`src/rtl/clk_fanout_pkg.sv`:
```
// constants shared by the clock fanout buffer modules
package clk_fanout_pkg;
   // number of fanned-out clock outputs
   localparam int unsigned OUT_COUNT = 12;
   // clock source select encodings
   localparam logic SRC_DIFF = 1'b0;
   localparam logic SRC_REF = 1'b1;
   // reset values
   localparam logic RST_GATE_EN = 1'b0;
   localparam logic RST_LEVEL = 1'b0;
   localparam logic RST_OUT_LEVEL = 1'b0;
   // core clock period in ns, for reference of the oversampling rate
   localparam int unsigned CORE_CLK_PERIOD_NS = 25;
endpackage : clk_fanout_pkg

```
`src/rtl/clk_src_if.sv`:
```
// selected clock level and its edge events between selector and gate
`timescale 1ns/1ps
`default_nettype none
interface clk_src_if;
   logic level;
   logic prev_level;
   logic fall;
   logic rise;
   modport source
   (
      output level,
      output prev_level,
      output fall,
      output rise
   );
   modport sink
   (
      input level,
      input prev_level,
      input fall,
      input rise
   );
endinterface : clk_src_if
`default_nettype wire

```
`src/rtl/clk_source_select.sv`:
```
// picks the differential or reference clock and finds its edges
`timescale 1ns/1ps
`default_nettype none
module clk_source_select
   import clk_fanout_pkg::*;
(
   // clock and reset
   input wire logic core_clk,
   input wire logic rst,
   // clock inputs
   input wire logic diff_clk_in_p,
   input wire logic diff_clk_in_n,
   input wire logic ref_test_clk_in,
   input wire logic clk_source_sel,
   // selected clock toward the gate
   clk_src_if.source src
);
   // a pair that is not complementary reads as low
   function automatic logic diff_decode(input logic p, input logic n);
      diff_decode = p & ~n;
   endfunction : diff_decode

   logic level;
   logic prev_level;
   wire logic diff_level;
   wire logic next_level;

   assign diff_level = diff_decode(diff_clk_in_p, diff_clk_in_n);
   assign next_level = (clk_source_sel == SRC_REF) ? ref_test_clk_in
      : diff_level;

   always_ff @(posedge core_clk)
   begin
      if (rst)
      begin
         level <= RST_LEVEL;
         prev_level <= RST_LEVEL;
      end
      else
      begin
         level <= next_level;
         prev_level <= level;
      end
   end

   assign src.level = level;
   assign src.prev_level = prev_level;
   assign src.fall = prev_level & ~level;
   assign src.rise = ~prev_level & level;
endmodule : clk_source_select
`default_nettype wire

```
`src/rtl/clock_fanout_buffer.sv`:
```
// one-to-twelve clock fanout with synchronous enable and three-state
//
// Functional notes
// - select low routes the differential clock
// - select high routes the reference clock
// - enabled outputs toggle; disabled outputs held low
// - enable sampled on selected clock falling edge
// - three-state low floats all output buffers
// - twelve outputs carry the same gated clock
// - enable changes never cause runts or glitches
`timescale 1ns/1ps
`default_nettype none
module clock_fanout_buffer
   import clk_fanout_pkg::*;
#(
   parameter int unsigned N_OUT = OUT_COUNT
)
(
   // clock and reset
   input wire logic core_clk,
   input wire logic rst,
   // clock sources
   input wire logic diff_clk_in_p,
   input wire logic diff_clk_in_n,
   input wire logic ref_test_clk_in,
   input wire logic clk_source_sel,
   // output control
   input wire logic sync_out_en,
   input wire logic out_hiz_n,
   // clock outputs, enable low while driving
   output logic [N_OUT-1:0] clk_out,
   output logic [N_OUT-1:0] clk_out_oe_n,
   // captured enable, for status
   output logic gate_en
);
   clk_src_if src ();

   clk_source_select u_select
   (
      .core_clk(core_clk),
      .rst(rst),
      .diff_clk_in_p(diff_clk_in_p),
      .diff_clk_in_n(diff_clk_in_n),
      .ref_test_clk_in(ref_test_clk_in),
      .clk_source_sel(clk_source_sel),
      .src(src.source)
   );

   wire logic next_gate_en;
   wire logic gated_level;
   wire logic drive_en_n;

   // enable only moves while the selected clock is low
   assign next_gate_en = src.fall ? sync_out_en : gate_en;

   always_ff @(posedge core_clk)
   begin
      if (rst)
         gate_en <= RST_GATE_EN;
      else
         gate_en <= next_gate_en;
   end

   // gate is steady across every high phase, so pulses stay whole
   assign gated_level = src.level & gate_en;

   // three-state acts without the clock and ignores the gate
   assign drive_en_n = ~out_hiz_n;

   genvar gi;
   generate
      for (gi = 0; gi < N_OUT; gi++)
      begin : g_out
         always_ff @(posedge core_clk)
         begin
            if (rst)
               clk_out[gi] <= RST_OUT_LEVEL;
            else
               clk_out[gi] <= gated_level;
         end
         assign clk_out_oe_n[gi] = drive_en_n;
      end
   endgenerate

   // helper: selection held for the last three samples
   logic [2:0] sel_hist;
   always_ff @(posedge core_clk)
   begin
      if (rst)
         sel_hist <= 3'h0;
      else
         sel_hist <= {sel_hist[1:0], clk_source_sel};
   end
   wire logic sel_steady;
   assign sel_steady = (sel_hist == {3{clk_source_sel}});
endmodule : clock_fanout_buffer
`default_nettype wire

```
`config.mk`:
```
export PLATFORM = sky130hd
export DESIGN_NAME = clock_fanout_buffer
export DESIGN_NICKNAME = d
export VERILOG_FILES = /design/src/rtl/clk_fanout_pkg.sv /design/src/rtl/clk_src_if.sv /design/src/rtl/clk_source_select.sv /design/src/rtl/clock_fanout_buffer.sv
export SDC_FILE = /design/constraint.sdc
export NUM_CORES = 1
export LEC_CHECK = 0
export ABC_AREA = 0
export BUFFER_PORTS_ARGS = -buffer_cell sky130_fd_sc_hd__buf_2
export CORE_AREA = 2 2 39 41
export DETAILED_ROUTE_END_ITERATION = 7
export DIE_AREA = 0 0 41 43
export PLACE_DENSITY = 0.61
export RECOVER_POWER = 100
export SLEW_MARGIN = 20
export SYNTH_ARGS = -nofsm -noshare
export SYNTH_HDL_FRONTEND = slang
export SYNTH_SLANG_ARGS = --single-unit
```
`constraint.sdc`:
```
create_clock -name core_clk -period 0.8 [get_ports core_clk]
set_clock_uncertainty 0.1 [all_clocks]
set_input_delay 0 -clock core_clk [delete_from_list [all_inputs] [get_ports core_clk]]
set_output_delay 0 -clock core_clk [all_outputs]
set_load 0.05 [all_outputs]
```
* Word level (Yosys, flattened, before mapping) *
Cells that the tools add are included.

storage, ports and cells
  output and inout bits = 25
  logic and storage cells = 11
  input port bits = 8
  bits in registers = 4

cells by class
  mux-type cells = 1
  bitwise gates (word level) = 6

operators by type and width
  cell               number
  1-bit bitwise AND  3
  1-bit inverter     3
  1-bit 2-to-1 mux   1

* Logic depth before layout (Yosys ltp) *
Gate-level depths: netlist (run 1).

  word-level depth = 3
  gate-level depth with buffers = 2
  depth with buffers taken out = 2

* By module *
A second synthesis (run 1) with hierarchy kept.

second synthesis, totals
  cell total of the unflattened synthesis = 38
  area total of the unflattened synthesis = 314.1 sq um

by module, submodules not included
  module               cells each  area each (sq um)  seq. area each (sq um)  instances
  clock_fanout_buffer  30          237.7              40.0                    1
  clk_source_select    8           76.3               40.0                    1

* Worst setup path before layout (run 1) *
Ideal clock, no wire load.

  kind = register to output
  start = register clk_out[11] (netlist name)
  end = output clk_out[10]
  data required time = 0.700 ns
  arrival = 1.087 ns
  slack = -0.387 ns
  cell stages (with the launch flop) = 2
  buffers on the path = 1
  path through = dfxtp_1 buf_4

RTL lines
  what           line                       source
  end, declared  clock_fanout_buffer.sv:31  output logic [N_OUT-1:0] clk_out,

==> out/results.ini, run 1 <==
[synth]
synth.most_common_cell = buf_4
ys_seq_area_share_pct = 25.4
async_reset_ff_share_pct = 0
ys_types = 11
synth_top_cell_by_area = buf_4
yosys_warnings = 0
avgSynthCellArea_um2 = 8.52
synthTopCellsByCount = buf_4, dfxtp_1, nor2b_1
synth_top_area_share_pct = 54.8
synth-seq-cells = 4
synth_edf_count = 0
synthCells = 37
synth_fp_nets = 45
ys.flop_type = dfxtp_1
ys_top_cells_by_area = buf_4, dfxtp_1, nor2b_1, nand4bb_1, or3b_1
synth_area_um2 = 315

[timing]
setup_viol = 13
worst_slack_ns = -0.140
drv_slew = 0
min_period_over_period_pct = 117
worst_pin_slew_ns = 0.251
fmax_mhz = 1060
fin_crit_ns = 0.940
rsz0062_at_grt = yes
hold_viol = 3
fin_setup_tns_ns = -1.69
slew_headroom_pct = 83.4
hold_ws_ns = -0.117

[routing]
wl_met2_um = 286
vias = 235
wl_um = 521
met3_length_um = 50
drtPass1Iterations = 2
drt-met1-wl_um = 184
wl_per_cell_um = 7.78
drc = 0
vias_per_cell = 3.51
highest_layer = met3
drt-initial-drc-count = 2
antenna_left = 0

[finish]
fin_nets = 61
antenna_cells = 0
fin_util_pct = 30.6
drive_gt1_share_pct = 78.4
area_delta_synth_final_pct = 34.1
final_cells = 67

[clock_tree]
clkSinkCount = 4
cts_hold_buf = 3
cts_tree = yes
insertion_delay_ns = 0.23
cts_buffers = 3
clockBufferDepth = 2
cts-root-buf = clkbuf_4
htreeDepth = 1
clkSlewWorstSetupHoldPaths_ns = 0.04

[floorplan]
start_util_pct = 22.8
rows = 14
die_h_um = 43
die-width_um = 41
ioPinCount = 33
die_area_um2 = 1760
coreArea_um2 = 1380

[worst_setup_path]
cp_top_family = flip-flops
worst_setup_path_end_kind = output port
arrival_ns = 0.84
worst-path-buf-inv = 1
critPathMaxFanout = 12
path_cells = buf_4
crit_path_max_incr_delay_ns = 0.39
startpoint_type = flip-flop
worstPathRequired_ns = 0.70
slowest_stage = dfxtp_4
path_class = flip-flop to output port

[global_routing]
grt_pass1_vias = 184
antenna_found_initial = 0
grt-ovfl-total = 0
grt_pass1_wl_um = 690
grt_max_degree = 13
grt.total_usage_pct = 6.32

[pwr]
power_density_nw_per_um2 = 1570
p_total_w = 0.000665
leakagePower_nw = 0.231
vdd_ir_drop_max_v = 0.000576

[placed_design]
io_buffers = 32
place.gp.congestion = 0.544
dp_hpwl_um = 356
place_inst = 62

[worst_hold_path]
hp-class = primary input to flip-flop

[outcome]
violations = hold timing, setup timing
outcome = complete, but fails checks

[job]
timing.max_cap.violations = 0

## routing by layer
metal / global-route usage, % / up-vias
li1: - / 120
met1: 6.41 / 101
met2: 8.44 / 14
met3: 2.09 / 0
met4: 8.00 / 0
met5: 0 / -
## cell type report
type | instances | area, µm²
sequential | 4 | 90.1
inverter | 1 | 3.75
fill | 147 | 961
clock buffer | 3 | 22.5
tap | 16 | 20.0
multi-input combinational | 9 | 66.3
timing repair buffer | 34 | 220
## repair_timing
action                     CTS  global route
setup endpoints to repair   13            16
resized for setup           15             5
setup buffers                0             0
hold endpoints to repair     4             2
## cells by family after synthesis
family / after synthesis / share of synthesized area, %
buf+inv: 24 / 56.0
compound gates: 2 / 3.17
simple gates: 7 / 15.5
flops: 4 / 25.4
## layout by cell type, fill, tap and decap left out, drive strengths merged
cell         instances
nand2                1
nand4bb              1
inv                  1
buf                 32
or3b                 1
o21ai                1
clkbuf               3
dfxtp                4
nand2b               1
and2                 1
a21oi                1
nor2b                2
dlygate4sd3          2
## worst register-to-register path: cells and delay by family (launching register included)
family | cells | cell delay [ns]
and+or+nand+nor | 2 | 0.26
DFF | 1 | 0.32
## where the power goes
part / leakage (nW) / internal, W / total (W) / switching (W)
clock: 0.0138 / 0.000168 / 0.000249 / 0.0000811
combinational: 0.182 / 0.0000551 / 0.000208 / 0.000153
sequential: 0.0350 / 0.000202 / 0.000207 / 0.00000519
total: 0.231 / 0.000425 / 0.000665 / 0.000240
## through the flow
step,setup WS (ns),area [µm²]
3_3_place_gp,0.0330,330
4_1_cts,-0.158,423
5_1_grt,-0.183,423
3_5_place_dp,0.0199,330
6_report,-0.140,423
2_1_floorplan,-0.00426,323
## sequential cells by signal, indices dropped and copies added, names as in the netlist
signal and count:
u_select.src.prev_level 1, clk_out 1, gate_en 1, u_select.src.level 1
## final timing paths
check / start / to / slack [ns] / cells past startpoint
min: rst / u_select.src.prev_level / -0.12 / 2
max: clk_out[11] / clk_out[2] / -0.14 / 1
min reg2reg: u_select.src.level / u_select.src.prev_level / 0.37 / 1
max reg2reg: u_select.src.level / clk_out[11] / 0.02 / 2
No activity file was read; power rests on OpenSTA's default activity.
==> run 2, diff against run 1 <==
Settings changed: ABC_AREA 0 to 1, PLACE_DENSITY 0.61 to 0.62.
==> run 2 against run 1 <==
  * The flow still finishes with violations (hold timing, setup timing)
  * Register-to-register slack about the same
  * Cell area is 0.59% higher
  * Non-clock buffer count stayed put
  * Power increased by 10%
  * Hold slack gained 0.031 ns
  * Count of clock-buffer cells in the layout grew 1
  * Critical path type unchanged
  * Largest cell class unchanged
==> out/results.ini, run 2 <==
[floorplan]
rows = 14  ; unchanged
die-width_um = 41  ; unchanged
start_util_pct = 23.3  ; +0.54 points
ioPinCount = 33  ; unchanged
die_h_um = 43  ; unchanged
coreArea_um2 = 1380  ; unchanged
die_area_um2 = 1760  ; unchanged

[timing]
drv_slew = 0  ; unchanged
hold_ws_ns = -0.0854  ; +0.0313 ns
rsz0062_at_grt = yes
fin_crit_ns = 0.949  ; +0.00900 ns
fin_setup_tns_ns = -1.89  ; -0.200 ns
setup_viol = 15  ; +2
slew_headroom_pct = 81.7  ; -1.7 points
worst_pin_slew_ns = 0.276  ; +0.0252 ns
fmax_mhz = 1050  ; -0.95%
worst_slack_ns = -0.149  ; -0.00900 ns
hold_viol = 1  ; -2
min_period_over_period_pct = 119  ; +1.1 points

[worst_setup_path]
reg2regPathDepth = 4  ; +2
worstPathRequired_ns = 0.70  ; about the same
cp_top_family = flip-flops
arrival_ns = 0.85  ; about the same
worst_setup_path_end_kind = output port
r2r_end = gate_en
rrSetupSlack_ns = 0.02  ; about the same
worst-path-buf-inv = 1  ; unchanged
crit_path_max_incr_delay_ns = 0.40  ; about the same
path_cells = buf_4
critPathMaxFanout = 12  ; unchanged
startpoint_type = flip-flop
rr_startpoint = u_select.src.level
slowest_stage = dfxtp_4
path_class = flip-flop to output port

[clock_tree]
clkSinkCount = 4  ; unchanged
cts_buffers = 3  ; unchanged
clkSlewWorstSetupHoldPaths_ns = 0.04  ; about the same
insertion_delay_ns = 0.24  ; about the same
cts_tree = yes
htreeDepth = 1  ; unchanged
cts-root-buf = clkbuf_4
clockBufferDepth = 2  ; unchanged

[worst_hold_path]
worstHoldStart = clk_source_sel
worstHoldEndpoint = u_select.src.level
hp-class = primary input to flip-flop
min_path_cells = 3  ; +1

[finish]
final_cells = 74  ; +10%
drive_gt1_share_pct = 70.7  ; -7.7 points
final_common_cell = buf_4
design_area_um2 = 425  ; +0.59%
final_cell_mix = buf_4, clkbuf_2, buf_2, inv_1, nor2_1
antenna_cells = 0  ; unchanged
fin_nets = 67  ; +9.8%
n_fill_cell = 150  ; +2.0%
area_delta_synth_final_pct = 31.8

[outcome]
violations = hold timing, setup timing
outcome = complete, but fails checks

[routing]
wl_per_cell_um = 7.66  ; -1.5%
wl_um = 567  ; +8.8%
wl_met2_um = 296  ; +3.5%
drc = 0  ; unchanged
vias = 253  ; +7.7%
drt-met1-wl_um = 216  ; +17%
vias_per_cell = 3.42  ; -2.5%
met3_length_um = 55  ; +10%
antenna_left = 0  ; unchanged
drt-initial-drc-count = 0  ; -2
highest_layer = met3
drtPass1Iterations = 1  ; -1

[job]
timing.max_cap.violations = 0  ; unchanged

[placed_design]
place.gp.congestion = 0.628  ; +16%
dpl_cell_area_um2 = 335  ; +1.5%
place_inst = 68  ; +9.7%
io_buffers = 32  ; unchanged
dp_hpwl_um = 391  ; +9.7%

[synth]
ys.flop_type = dfxtp_1
synth_edf_count = 0  ; unchanged
synth_fp_nets = 51  ; +13%
synthCells = 43  ; +16%
yosys_warnings = 0  ; unchanged
ys_types = 9  ; -2
ys_seq_area_share_pct = 24.8  ; -0.59 points
synth.most_common_cell = buf_4
avgSynthCellArea_um2 = 7.51  ; -12%
synth-seq-cells = 4  ; unchanged
synth_top_area_share_pct = 53.5  ; -1.3 points
synth_top_cell_by_area = buf_4
async_reset_ff_share_pct = 0  ; unchanged
ys_top_cells_by_area = buf_4, dfxtp_1, inv_1, nor2_1, a21oi_1
synthTopCellsByCount = buf_4, inv_1, dfxtp_1, nor2_1
synth_area_um2 = 323  ; +2.4%

[global_routing]
grt-ovfl-total = 0  ; unchanged
grt_pass1_wl_um = 786  ; +14%
grt_max_degree = 13  ; unchanged
grt.total_usage_pct = 7.03  ; +0.71 points
grt_pass1_vias = 199  ; +8.2%
antenna_found_initial = 0  ; unchanged

[pwr]
power_density_nw_per_um2 = 1720  ; +9.6%
leakagePower_nw = 0.254  ; +10%
vdd_ir_drop_max_v = 0.000785  ; +36%

[run 2: cell count changes after synthesis, sizes merged]
cell / change
and2: -1
nor2: +4
nand4bb: -1
nand2: +1
nand2b: -1
a21oi: +1
inv: +5
nor2b: -2
nand3: +1
or3b: -1
[run 2: area by class of cell]
| type | count | area [µm²] | area share [%] |
|---|---|---|---|
| Tap cell | 16 | 20.0 | 4.71 |
| Inverter | 6 | 22.5 | 5.29 |
| Clock buffer | 4 | 26.3 | 6.18 |
| Timing Repair Buffer | 34 | 218 | 51.2 |
| Sequential cell | 4 | 87.6 | 20.6 |
| Multi-Input combinational cell | 10 | 51.3 | 12.1 |
[run 2: timing repair]
item                       in CTS  in global routing
resized for setup              15                  3
setup endpoints to repair      13                 15
pin swaps                       0                  1
hold buffers                    2                  1
setup buffers                   0                  1
hold endpoints to repair        4                  4
[run 2: how the worst max path moves through the flow]
stage | start | slack (ns) | end | cells after the start
2_1_floorplan | clk_out[11] | -0.004 | clk_out[10] | 1
3_3_place_gp | u_select.src.level | 0.06 | gate_en | 3
3_5_place_dp | u_select.src.level | 0.04 | gate_en | 3
4_1_cts | clk_out[11] | -0.17 | clk_out[6] | 1
5_1_grt | clk_out[11] | -0.20 | clk_out[5] | 1
6_report | clk_out[11] | -0.15 | clk_out[4] | 1
[run 2: kinds of logic (layout without fill, tap and decap cells)]
group                  after synthesis  in the layout  synth area share (%)
AOI/OAI and AO/OA                    3              3                  4.65
buffers and inverters               29             44                  60.5
DFF                                  4              4                  24.8
and+or+nand+nor                      7              7                  10.1
[run 2: metrics by stage]
| step | total power (W) | setup slack (ns) | util [%] |
|---|---|---|---|
| 2_1_floorplan | 0.000438 | -0.00426 | - |
| 3_3_place_gp | 0.000441 | 0.0610 | 24.2 |
| 3_5_place_dp | 0.000443 | 0.0396 | 24.2 |
| 4_1_cts | 0.000744 | -0.167 | 30.5 |
| 5_1_grt | 0.000775 | -0.198 | 30.7 |
| 6_report | 0.000733 | -0.149 | 30.7 |
[run 2: where the power goes]
| part | leakage (nW) | switching [W] | total, W | internal (W) |
|---|---|---|---|---|
| sequential | 0.0343 | 0.00000942 | 0.000215 | 0.000205 |
| clock | 0.0150 | 0.0000859 | 0.000273 | 0.000187 |
| combinational | 0.205 | 0.000183 | 0.000245 | 0.0000621 |
| total | 0.254 | 0.000278 | 0.000733 | 0.000455 |
[run 2: metal layers]
| metal | vias up | global-route usage (%) |
|---|---|---|
| met4 | 0 | 6.00 |
| met5 | - | 0 |
| met3 | 0 | 5.24 |
| met1 | 103 | 7.40 |
| met2 | 14 | 8.75 |
| li1 | 136 | - |
==> run 3, diff against run 2 <==
--- a/config.mk
+++ b/config.mk
@@ -9,5 +9,5 @@
 export BUFFER_PORTS_ARGS = -buffer_cell sky130_fd_sc_hd__buf_2
-export CORE_AREA = 2 2 39 41
+export CORE_AREA = 5 5 42 44
 export DETAILED_ROUTE_END_ITERATION = 7
-export DIE_AREA = 0 0 41 43
+export DIE_AREA = 0 0 47 49
 export PLACE_DENSITY = 0.62
--- a/constraint.sdc
+++ b/constraint.sdc
@@ -4,2 +4,2 @@
 set_output_delay 0 -clock core_clk [all_outputs]
-set_load 0.05 [all_outputs]
+set_load 0.01 [all_outputs]
==> run 3 against run 2 <==
  * Sequential power about the same
  * Register-to-register slack gained 0.03 ns
  * Combinational power decreased by 53%
  * Global-route usage is 0.40 points lower
  * The flow still finishes with violations (hold timing, setup timing)
  * Critical path type unchanged
==> out/results.ini, run 3 (synthesized netlist as in run 2, its figures left out) <==
[outcome]
outcome = complete, but fails checks
violations = hold timing, setup timing

[job]
timing.max_cap.violations = 0  ; unchanged

[worst_setup_path]
rrSetupSlack_ns = 0.05  ; +0.03 ns
r2r_end = gate_en
cp_top_family = flip-flops
slowest_stage = dfxtp_4
path_class = flip-flop to output port
reg2regPathDepth = 3  ; -1
startpoint_type = flip-flop
arrival_ns = 0.76  ; -0.09 ns
rr_startpoint = u_select.src.level
worst-path-buf-inv = 1  ; unchanged
crit_path_max_incr_delay_ns = 0.37  ; -0.03 ns
path_cells = buf_2
critPathMaxFanout = 12  ; unchanged
worst_setup_path_end_kind = output port
worstPathRequired_ns = 0.70  ; about the same

[timing]
min_period_over_period_pct = 107  ; -12 points
fin_setup_tns_ns = -0.678  ; +1.21 ns
worst_pin_slew_ns = 0.268  ; -0.00809 ns
rsz0062_at_grt = yes
hold_ws_ns = -0.0912  ; -0.00586 ns
fin_crit_ns = 0.855  ; -0.0934 ns
worst_slack_ns = -0.0552  ; +0.0934 ns
drv_slew = 0  ; unchanged
slew_headroom_pct = 82.1  ; +0.44 points
setup_viol = 14  ; -1
fmax_mhz = 1170  ; +11%
hold_viol = 2  ; +1

[worst_hold_path]
worstHoldEndpoint = u_select.src.level
min_path_cells = 3  ; unchanged
hp-class = primary input to flip-flop
worstHoldStart = ref_test_clk_in

[global_routing]
grt_use_met1_pct = 6.84  ; -0.55 points
grt-ovfl-total = 0  ; unchanged
grt_pass1_wl_um = 993  ; +26%
grt_pass1_vias = 259  ; +30%
met2_usage_pct = 7.92  ; -0.83 points
use_met3_pct = 7.01  ; +1.8 points
grt_max_degree = 13  ; unchanged
grt.total_usage_pct = 6.63  ; -0.40 points
top_usage_layer = met2
antenna_found_initial = 0  ; unchanged

[pwr]
leakagePower_nw = 0.228  ; -10%
power_density_nw_per_um2 = 1560  ; -9.4%
vdd_ir_drop_max_v = 0.000900  ; +15%

[clock_tree]
cts_buffers = 3  ; unchanged
clockBufferDepth = 2  ; unchanged
cts-root-buf = clkbuf_4
cts_tree = yes
clkSinkCount = 4  ; unchanged
clkSlewWorstSetupHoldPaths_ns = 0.04  ; about the same
insertion_delay_ns = 0.24  ; about the same
htreeDepth = 1  ; unchanged
post_cts_buffers = 0  ; unchanged

[finish]
final_cell_mix = buf_2, clkbuf_1, nor2_1, inv_1, clkbuf_4
drive_gt1_share_pct = 53.4  ; -17 points
fin_util_pct = 27.2  ; -3.5 points
antenna_cells = 0  ; unchanged
area_delta_synth_final_pct = 18.2
fin_nets = 68  ; +1.5%
final_common_cell = buf_2

[placed_design]
io_buffers = 32  ; unchanged
dp_hpwl_um = 524  ; +34%
place.gp.congestion = 0.589  ; -6.2%

[floorplan]
start_util_pct = 23.0  ; -0.29 points
die_area_um2 = 2300  ; +31%
die-width_um = 47  ; +15%
coreArea_um2 = 1400  ; +1.3%
die_h_um = 49  ; +14%
rows = 14  ; unchanged
ioPinCount = 33  ; unchanged

[routing]
wl_per_cell_um = 9.11  ; +19%
wl_um = 674  ; +19%
drc = 0  ; unchanged
vias = 281  ; +11%
antenna_left = 0  ; unchanged
drtPass1Iterations = 1  ; unchanged
drt-initial-drc-count = 0  ; unchanged
vias_per_cell = 3.80  ; +11%

-- run 3: cell types whose count changed in the layout (fill, tap and decap cells not counted), sizes merged --
cell / previous run / this run
clkbuf: 16 / 15
dlymetal6s4s: 0 / 1
-- run 3: stage by stage --
step	hold slack, ns	cell area, µm²	setup slack [ns]	instances	total power [W]
floorplan	-0.0281	323	0.000725	43	0.000315
global placement	0.0925	330	0.0598	68	0.000322
detailed placement	0.0990	330	0.0192	68	0.000325
CTS	-0.0771	394	-0.0730	74	0.000605
global route	-0.0650	382	-0.111	74	0.000642
finish	-0.0912	382	-0.0552	74	0.000596
-- run 3: what timing repair did --
| action | CTS | global route |
|---|---|---|
| resized for setup | 4 | 6 |
| hold buffers | 3 | 1 |
| endpoints found under the hold margin | 4 | 4 |
| setup endpoints to repair | 13 | 15 |
-- run 3: worst max path at each step --
stage                            start           to  slack (ns)  cells past startpoint
floorplan                  clk_out[11]  clk_out[10]      0.0007                      1
global placement    u_select.src.level      gate_en        0.06                      3
detailed placement  u_select.src.level      gate_en        0.02                      3
CTS                        clk_out[11]  clk_out[11]       -0.07                      1
global route               clk_out[11]   clk_out[5]       -0.11                      1
finish                     clk_out[11]  clk_out[11]       -0.06                      1
-- run 3: layer usage --
layer | part of all wire [%] | wire (µm) | up-vias
met5 | 0 | 0 | -
met3 | 31 | 209 | 0
met1 | 32 | 219 | 110
met2 | 36 | 245 | 36
met4 | 0 | 0 | 0
li1 | - | - | 135
-- run 3: cell type report --
class	instances	area (µm²)
fillers	172	1020
repair buffers	35	179
flip-flops and latches	4	86.3
multi-input cells	10	51.3
clock buffers	3	22.5
inverters	6	22.5
well taps	16	20.0
-- run 3: power by group --
part           internal (W)  switching, W  leakage, nW
logic             0.0000512     0.0000633        0.180
clock network      0.000169     0.0000977       0.0138
registers          0.000208    0.00000687       0.0343
total              0.000428      0.000168        0.228
